===== config.mk =====
export PLATFORM = sky130hd
export DESIGN_NAME = chcl_regs
export DESIGN_NICKNAME = d
export VERILOG_FILES = /design/src/hw/chcl_pkg.sv /design/src/hw/chcl_regs.sv
export VERILOG_INCLUDE_DIRS = /design/src /design/src/hw
export SDC_FILE = /design/constraint.sdc
export NUM_CORES = 1
export LEC_CHECK = 0
export BUFFER_PORTS_ARGS = -buffer_cell sky130_fd_sc_hd__clkbuf_2
export CAP_MARGIN = 20
export CORE_ASPECT_RATIO = 1.2
export CORE_UTILIZATION = 50
export DETAILED_ROUTE_END_ITERATION = 6
export GPL_TIMING_DRIVEN = 0
export PLACE_DENSITY_LB_ADDON = 0.3
export SYNTH_ARGS = -nofsm -noshare
export SYNTH_HDL_FRONTEND = slang
export SYNTH_SLANG_ARGS = --single-unit

===== constraint.sdc =====
create_clock -name ref_clk -period 13.3 [get_ports ref_clk]
set_clock_uncertainty 0.05 [all_clocks]
set_input_delay 0.665 -clock ref_clk [delete_from_list [all_inputs] [get_ports ref_clk]]
set_output_delay 0.665 -clock ref_clk [all_outputs]
set_load 0.01 [all_outputs]

===== src/hw/chcl_defines.svh =====
// Purpose: offsets, field positions, reset values and decode figures for the charger config/lock registers
// Assumes: 8-bit registers on an 8-bit register address space
// Notes:   included by its bare name
`ifndef CHCL_DEFINES_SVH
`define CHCL_DEFINES_SVH

// ==========================================================================
// register offsets
`define CHCL_OFS_TERM_VOLT        8'h1a
`define CHCL_OFS_TRICKLE_OVC      8'h1b
`define CHCL_OFS_LOCK_WDOG        8'h1c
`define CHCL_OFS_THERMAL_PROFILE  8'h1d

// ==========================================================================
// reset values
`define CHCL_RST_TERM_VOLT        8'h00
`define CHCL_RST_TRICKLE_OVC      8'h44
`define CHCL_RST_LOCK_WDOG        8'h00
`define CHCL_RST_THERMAL_PROFILE  8'h00

// ==========================================================================
// field positions
`define CHCL_TV_CODE_MSB          5
`define CHCL_TO_RSVD_MSB          7
`define CHCL_TO_RSVD_LSB          6
`define CHCL_TO_PRE_MSB           5
`define CHCL_TO_PRE_LSB           4
`define CHCL_TO_OVC_MSB           3
`define CHCL_TO_OVC_LSB           0
`define CHCL_LW_SPARE_HI          7
`define CHCL_LW_RSVD_MSB          6
`define CHCL_LW_RSVD_LSB          5
`define CHCL_LW_SPARE_MID         4
`define CHCL_LW_KEY_MSB           3
`define CHCL_LW_KEY_LSB           2
`define CHCL_LW_KICK_MSB          1
`define CHCL_LW_KICK_LSB          0
`define CHCL_TP_ENABLE_BIT        7

// ==========================================================================
// codes
`define CHCL_KEY_UNLOCK           2'h3
`define CHCL_KICK_RESTART         2'h1
`define CHCL_OVC_DISABLED         4'h0

// ==========================================================================
// decode figures, in mA and mV
`define CHCL_PRE_BASE_MA          12'h064
`define CHCL_PRE_STEP_MA          12'h064
`define CHCL_OVC_BASE_MA          16'h0bb8
`define CHCL_OVC_STEP_MA          16'h01f4
`define CHCL_TV3_BASE_MV          16'h2ee0
`define CHCL_TV3_STEP_MV          16'h001e
`define CHCL_TV2_BASE_MV          16'h1f40
`define CHCL_TV2_STEP_MV          16'h0014

`endif


===== src/hw/chcl_pkg.sv =====
// Purpose: types for the charger config/lock registers
// Assumes: constants live in chcl_defines.svh
// Notes:   nothing else
package chcl_pkg;

  typedef enum logic [0:0] {
    CHCL_PACK_TWO_CELL,
    CHCL_PACK_THREE_CELL
  } chcl_pack_t;

endpackage


===== src/hw/chcl_regs.sv =====
// Purpose: charger configuration slice with settings-lock key and watchdog kick
// Assumes: simple synchronous register port; write and read strobes one cycle wide
// Notes:   read data registered one cycle after rd_en; offsets outside the slice read 8'h00
`include "chcl_defines.svh"

// Summary of operation
// - writing 11 to the lock key field unlocks the protected registers.
// - any other key code locks the protected registers against writes.
// - kick code 01 restarts the watchdog while enabled; other codes do nothing.
// - precharge select codes 0..3 give 100, 200, 300, 400 mA.
// - overcurrent code 0 disables; codes 1..15 give 3.0 A to 10.0 A by 0.5 A.
// - termination code reads back as programmed in bits 5:0; the thermal profile does not touch it.
module chcl_regs (
  input  wire logic        ref_clk,
  input  wire logic        rst_b,
  input  wire logic        wr_en,
  input  wire logic        rd_en,
  input  wire logic [7:0]  addr,
  input  wire logic [7:0]  wr_data,
  input  wire logic        pack_three_cell,
  input  wire logic        watchdog_enable,
  output logic      [7:0]  rd_data,
  output logic             rd_valid,
  output logic             settings_unlocked,
  output logic             watchdog_restart,
  output logic             overcurrent_enable,
  output logic      [15:0] overcurrent_limit_ma,
  output logic      [11:0] precharge_current_ma,
  output logic      [15:0] termination_voltage_mv,
  output logic             thermal_profile_enable
);

  // ==========================================================================
  // registers
  logic [7:0] term_volt_r;
  logic [7:0] trickle_ovc_r;
  logic [7:0] lock_wdog_r;
  logic [7:0] thermal_profile_r;
  logic       pack_meta_r;
  logic       pack_sync_r;
  logic       wden_meta_r;
  logic       wden_sync_r;

  logic wr_tv;
  logic wr_to;
  logic wr_lw;
  logic wr_tp;

  // protected registers: termination voltage and thermal profile
  assign wr_tv = wr_en && (addr == `CHCL_OFS_TERM_VOLT) && settings_unlocked;
  assign wr_tp = wr_en && (addr == `CHCL_OFS_THERMAL_PROFILE) && settings_unlocked;
  assign wr_to = wr_en && (addr == `CHCL_OFS_TRICKLE_OVC);
  assign wr_lw = wr_en && (addr == `CHCL_OFS_LOCK_WDOG);

  // ==========================================================================
  // decode functions
  function automatic logic [15:0] ovc_ma(input logic [3:0] code);
    logic [15:0] steps;
    steps = {12'h000, code} - 16'h0001;
    ovc_ma = (code == `CHCL_OVC_DISABLED) ? 16'h0000 : 16'(`CHCL_OVC_BASE_MA + steps * `CHCL_OVC_STEP_MA);
  endfunction

  function automatic logic [15:0] term_mv(input logic [5:0] code, input logic three);
    logic [15:0] c;
    c = {10'h000, code};
    if (three) begin
      term_mv = 16'(`CHCL_TV3_BASE_MV + c * `CHCL_TV3_STEP_MV);
    end else begin
      term_mv = 16'(`CHCL_TV2_BASE_MV + c * `CHCL_TV2_STEP_MV);
    end
  endfunction

  function automatic logic [11:0] pre_ma(input logic [1:0] code);
    pre_ma = 12'(`CHCL_PRE_BASE_MA + {10'h000, code} * `CHCL_PRE_STEP_MA);
  endfunction

  // ==========================================================================
  // pin synchronisers
  // both pins are slow levels, so a two-stage chain is enough
  always_ff @(posedge ref_clk) begin
    if (!rst_b) begin
      pack_meta_r <= 1'b0;
      pack_sync_r <= 1'b0;
      wden_meta_r <= 1'b0;
      wden_sync_r <= 1'b0;
    end else begin
      pack_meta_r <= pack_three_cell;
      pack_sync_r <= pack_meta_r;
      wden_meta_r <= watchdog_enable;
      wden_sync_r <= wden_meta_r;
    end
  end

  // ==========================================================================
  // register writes
  always_ff @(posedge ref_clk) begin
    if (!rst_b) begin
      term_volt_r <= `CHCL_RST_TERM_VOLT;
    end else if (wr_tv) begin
      term_volt_r <= {2'h0, wr_data[`CHCL_TV_CODE_MSB:0]};
    end
  end

  always_ff @(posedge ref_clk) begin
    if (!rst_b) begin
      thermal_profile_r <= `CHCL_RST_THERMAL_PROFILE;
    end else if (wr_tp) begin
      thermal_profile_r <= wr_data;
    end
  end

  // reserved bits stored as written; host keeps them at default
  always_ff @(posedge ref_clk) begin
    if (!rst_b) begin
      trickle_ovc_r <= `CHCL_RST_TRICKLE_OVC;
    end else if (wr_to) begin
      trickle_ovc_r <= wr_data;
    end
  end

  // kick field is write-action only and always reads back 00
  always_ff @(posedge ref_clk) begin
    if (!rst_b) begin
      lock_wdog_r <= `CHCL_RST_LOCK_WDOG;
    end else if (wr_lw) begin
      lock_wdog_r <= {wr_data[7:2], 2'h0};
    end
  end

  // ==========================================================================
  // lock state and watchdog restart
  // every write to the lock register sets or drops the lock, not only key changes;
  // the restart is a one-cycle pulse, the timer itself sits outside this slice
  always_ff @(posedge ref_clk) begin
    if (!rst_b) begin
      settings_unlocked <= 1'b0;
    end else if (wr_lw) begin
      settings_unlocked <= (wr_data[`CHCL_LW_KEY_MSB:`CHCL_LW_KEY_LSB] == `CHCL_KEY_UNLOCK);
    end
  end

  always_ff @(posedge ref_clk) begin
    if (!rst_b) begin
      watchdog_restart <= 1'b0;
    end else begin
      watchdog_restart <= wr_lw && wden_sync_r &&
                          (wr_data[`CHCL_LW_KICK_MSB:`CHCL_LW_KICK_LSB] == `CHCL_KICK_RESTART);
    end
  end

  // ==========================================================================
  // decoded settings
  // decodes trail the stored fields by one cycle, so a write never glitches them
  always_ff @(posedge ref_clk) begin
    if (!rst_b) begin
      precharge_current_ma <= `CHCL_PRE_BASE_MA;
    end else begin
      precharge_current_ma <= pre_ma(trickle_ovc_r[`CHCL_TO_PRE_MSB:`CHCL_TO_PRE_LSB]);
    end
  end

  always_ff @(posedge ref_clk) begin
    if (!rst_b) begin
      overcurrent_enable   <= 1'b1;
      overcurrent_limit_ma <= 16'h0000;
    end else begin
      overcurrent_enable   <= (trickle_ovc_r[`CHCL_TO_OVC_MSB:`CHCL_TO_OVC_LSB] != `CHCL_OVC_DISABLED);
      overcurrent_limit_ma <= ovc_ma(trickle_ovc_r[`CHCL_TO_OVC_MSB:`CHCL_TO_OVC_LSB]);
    end
  end

  // pack size comes through the synchroniser, so a pack swap shows three cycles later
  always_ff @(posedge ref_clk) begin
    if (!rst_b) begin
      termination_voltage_mv <= 16'h0000;
    end else begin
      termination_voltage_mv <= term_mv(term_volt_r[`CHCL_TV_CODE_MSB:0],
                                        pack_sync_r == chcl_pkg::CHCL_PACK_THREE_CELL);
    end
  end

  // only the enable leaves the slice; readback of the code ignores it
  always_ff @(posedge ref_clk) begin
    if (!rst_b) begin
      thermal_profile_enable <= 1'b0;
    end else begin
      thermal_profile_enable <= thermal_profile_r[`CHCL_TP_ENABLE_BIT];
    end
  end

  // ==========================================================================
  // read port
  always_ff @(posedge ref_clk) begin
    if (!rst_b) begin
      rd_valid <= 1'b0;
    end else begin
      rd_valid <= rd_en;
    end
  end

  // idle data held at zero so a late sample never shows a stale register
  always_ff @(posedge ref_clk) begin
    if (!rst_b) begin
      rd_data <= 8'h00;
    end else begin
      if (!rd_en) begin
        rd_data <= 8'h00;
      end else if (addr == `CHCL_OFS_TERM_VOLT) begin
        rd_data <= term_volt_r;
      end else if (addr == `CHCL_OFS_TRICKLE_OVC) begin
        rd_data <= trickle_ovc_r;
      end else if (addr == `CHCL_OFS_LOCK_WDOG) begin
        rd_data <= lock_wdog_r;
      end else if (addr == `CHCL_OFS_THERMAL_PROFILE) begin
        rd_data <= thermal_profile_r;
      end else begin
        rd_data <= 8'h00;
      end
    end
  end

endmodule


* After elaboration in Yosys (flattened, before gate mapping)
Cells that the tools add are included.
Word-level totals: flip-flop bits (word level) 89, ROM bits 0, output and inout port bits 57, memories kept 0, memory bits (writable) 0, input port bits 22, latch bits 0
Operators by class: reductions and logical operators 13, shifts and indexed selects 0, bitwise gates (word level) 2, eq/ne operators 6, divide/modulo/power cells 0, multipliers 4, $lt $le $gt $ge 0, mux-type cells 5, add/sub/neg operators 5
Operators with widths (number):
- 8-bit by 5-bit equality test with 1-bit output (second input constant) | 4
- 8-bit two-way mux | 3
- 12-bit by 16-bit adder with 16-bit output (first input constant) | 1
- 16-bit by 7-bit multiplier with 14-bit output (second input constant) | 1
- 14-bit by 11-bit adder with 15-bit output (first input constant) | 1
- 15-bit two-way mux | 1
- 13-bit by 11-bit adder with 14-bit output (first input constant) | 1
- 7-bit by 9-bit adder with 10-bit output (first input constant) | 1
- 6-bit by 4-bit multiplier with 10-bit output (second input constant) | 1
- 6-bit by 3-bit multiplier with 9-bit output (second input constant) | 1
- 1-bit logical AND | 8
- 2-bit by 5-bit multiplier with 7-bit output (second input constant) | 1
- 6-bit two-way mux | 1
- 4-bit by 1-bit subtractor with 5-bit output (second input constant) | 1
- 4-bit zero test | 1
- 4-bit nonzero test | 1
- 2-bit OR reduction | 2
- 2-bit by 1-bit equality test with 1-bit output (second input constant) | 1
- 2-bit equality test (second input constant) | 1
- 1-bit NOT | 2
- 2-bit AND reduction | 1

* Logic depth before layout (Yosys ltp)
word-level depth 5, gate-level depth with buffers 20, depth with buffers taken out 20

* Worst setup path after synthesis
Ideal clock, no wire load.
path type flip-flop to flip-flop, start register trickle_ovc_r[2], end register overcurrent_limit_ma[15], data arrival time 4.667 ns, stages on the path, launching flop included 19, path slack 8.510 ns, period minus slack after synthesis 4.790 ns, library setup time 0.073 ns, path through dfxtp_1 -> inv_1 -> ha_1 -> a21boi_0 -> xnor2_1 -> inv_1 -> fa_1 -> inv_1 -> ha_1 -> fa_1 -> fa_1 -> ha_1 -> nor3_1 -> nor2_1 -> o22a_2 -> xor2_2 -> nand3_1 -> o31a_1 -> nor3_2
Between the ends: cells in the longest elaborated chain, start to end 3, elaborated cells on any way between the ends 5, classes of those cells add/sub: 2; mul: 1; reduce/logical: 2
RTL lines:
- start: declaration | line chcl_regs.sv:36 | logic [7:0] trickle_ovc_r;
- start signal: assignment | line chcl_regs.sv:115 | trickle_ovc_r <= `CHCL_RST_TRICKLE_OVC;
- start signal: assignment | line chcl_regs.sv:117 | trickle_ovc_r <= wr_data;
- 4-bit by 1-bit subtractor with 5-bit output | line chcl_regs.sv:59 | steps = {12'h000, code} - 16'h0001;
- 16-bit by 7-bit multiplier with 14-bit output (no line)
- 12-bit by 16-bit adder with 16-bit output (no line)
- end signal: assignment | line chcl_regs.sv:168 | overcurrent_limit_ma <= ovc_ma(trickle_ovc_r[`CHCL_TO_OVC_MSB:`CHCL_TO_OVC_LSB]);
- end: declaration | line chcl_regs.sv:27 | output logic [15:0] overcurrent_limit_ma,
Several ways; a longest one is shown, not always the timed one. A chain may end at the register's enable or synchronous reset.

* Worst setup path after layout
Same ends and word-level chain as after synthesis.

==> reports/qor.yml <==
synthesis:
  ys_warn_count: 0
  syn_avg_cell_area_um2: 9.55
  syn_area_um2: 5180
  synth-seq-cells: 79
  synth-edff-count: 0
  ys_async_sr_fraction_pct: 0
  synth_ff_type: "dfxtp_1"
  synthCells: 543
  seq_area_frac_synth_pct: 30.5
  synth_cell_types: 63
final_layout:
  final_core_util_pct: 59.7
  area_growth_pct: 15.8
  layout.nets: 732
  fin_cells: 761
  diodes: 0
  final_cell_mix: "79 x dfxtp_1, 68 x clkbuf_2, 59 x ha_1"
  drive_gt1_share_pct: 19.1
  layout_commonest_cell: "dfxtp_1"
clock_tree:
  cts.sinks: 79
  clk_latency_ns: 0.34
  root_buffer: "clkbuf_16"
  cts_made_buffers: 9
  cts_hold_buf: 0
  cts_resized: 0
  postCtsSetupBuffers: 0
  clkTransAtPathRegs_ns: 0.06
  cts_tree: "built"
  clock_path_buffers: 2
  htree_levels: 3
drt:
  vias: 3994
  antenna_left: 0
  wl_um: 11200
  dr.pass1.iters: 5
  drc_errors: 0
  drt-initial-drc-count: 124
  wl_per_cell_um: 14.8
  vias_per_cell: 5.25
sta:
  relSlewSlack_pct: 61.8
  setup_slack_ns: 7.90
  hold_violations: 0
  fin_tns_setup_ns: 0
  tightest_slew_ns: 0.568
  min_period_ns: 5.40
  setup_violations: 0
  max_freq_mhz: 185
  slew_viol_final: 0
  timing.final.crit_share_pct: 40.6
  rsz0062_at_grt: "false"
place:
  dp_cells: 745
  gp_congestion: 0.823
  io_buffers: 68
  dp_hpwl_um: 8850
  dp_slack_ns: 7.95
floorplan:
  chipWidth_um: 95.0
  start_util_pct: 51.5
  core_um2: 10100
  pin_count: 79
  fp-row-count: 40
  fp.dieH_um: 114
  design.die.area_um2: 10800
pwr:
  p_leak_uw: 0.00280
  powerDensity_nw_per_um2: 85.7
  ir_drop_v: 0.0000715
  totalPowerFinal_uw: 514
job:
  max_cap_violations: 0
global_routing:
  grt_use_total_pct: 22.8
  grt_pass1_wl_um: 18900
  antenna_found_initial: 0
  grt_pass1_vias: 4082
  overflow: 0
  grt_max_degree: 14
worst_setup_path:
  critPathCaptureType: "flip-flop"
  cp_max_fo: 7
  arrival_ns: 5.62
  worstSetupStartpointType: "flip-flop"
  required_ns: 13.52
  critPathKind: "reg2reg"
hold_path:
  hp-class: "reg2reg"
status:
  status: "complete, no violations"
[final timing paths]
check,from,endpoint,slack (ns),depth (start not counted)
worst max-delay path,trickle_ovc_r[2],overcurrent_limit_ma[15],7.90,18
worst min register to register,pack_meta_r,pack_sync_r,0.40,1
worst min-delay path,pack_meta_r,pack_sync_r,0.40,1
worst max register to register,trickle_ovc_r[2],overcurrent_limit_ma[15],7.90,18
[sequential cells by signal, summed over array words and instances, names as in the netlist, 6 cells and up]
| signal | count |
|---|---|
| term_volt_r | 6 |
| trickle_ovc_r | 8 |
| precharge_current_ma | 7 |
| termination_voltage_mv | 13 |
| rd_data | 8 |
| overcurrent_limit_ma | 14 |
| thermal_profile_r | 8 |
| lock_wdog_r | 6 |
[cell type report]
type                       instances  area, um2
inverter                          49        184
sequential                        79       1580
timing repair buffer              68        340
clock buffer                      10        229
multi-input combinational        396       3300
tap                              126        158
fill                             862       4060
clock inverter                     6       61.3
buffer                            27        153
[routing by layer]
layer / up-vias / global-route usage (%) / wire (um)
met1: 1898 / 26.4 / 4750
li1: 2001 / - / -
met3: 21 / 4.13 / 320
met2: 74 / 40.8 / 5900
met4: 0 / 9.60 / 268
met5: - / 0 / 0
[logic make-up (layout without fill, tap and decap cells)]
group	count (synthesis)	count (layout)	synth area share, %
buf+inv	76	160	6.49
compound gates	98	98	13.8
flops	79	79	30.5
other cells	1	9	0.0723
xor+xnor	40	40	7.19
simple gates	147	147	15.0
fa+ha+maj	80	80	22.4
mux	22	22	4.61
[metrics by stage]
| step | hold WS, ns | cell area, um2 |
|---|---|---|
| floorplan | 0.362 | 5210 |
| global placement | 0.370 | 5710 |
| detailed placement | 0.383 | 5710 |
| CTS | 0.400 | 6000 |
| global route | 0.417 | 6000 |
| finish | 0.396 | 6000 |
[critical path, cell delays in order (launching register included)]
cell and delay, ns:
dfxtp_1 0.49, inv_1 0.13, ha_1 0.22, a21boi_0 0.15, xnor2_1 0.49, inv_1 0.22, fa_1 0.54, inv_1 0.04
ha_1 0.31, fa_1 0.57, fa_1 0.42, ha_1 0.40, nor3_1 0.21, nor2_1 0.07, o22a_2 0.26, xor2_2 0.16
nand3_1 0.13, o31a_1 0.32, nor3_2 0.14
[Yosys cell counts, types with 3 or more instances]
library cell  count  share of area [%]
dfxtp_1          79                 31
ha_1             59                 14
inv_1            49                3.5
nand2_1          33                2.4
xnor2_1          26                4.4
nor2b_1          25                3.0
nor2_1           24                1.7
a21oi_1          21                2.0
fa_1             21                8.1
nand3_1          21                2.0
mux2i_1          19                3.7
a21boi_0         14                2.0
clkbuf_1         13               0.94
o21ai_0          13                1.3
and2_1           11                1.3
xor2_1           11                1.9
buf_4            10                1.4
a22oi_1           8                1.2
a21o_1            6               0.87
and3_1            5               0.60
nor3_1            5               0.48
a211oi_1          4               0.58
a222oi_1          4               0.77
o21a_1            4               0.58
buf_2             3               0.29
nand2b_1          3               0.36
nand4_1           3               0.36
o211a_1           3               0.58
o211ai_1          3               0.43
or3_1             3               0.36
xor2_2            3               0.94
[power by group]
part	total [uW]	internal [uW]	switching, uW
clock	242	145	97.4
combinational	31.4	13.3	18.1
sequential	241	240	0.866
Note: power is estimated with default switching activity, not from simulation.
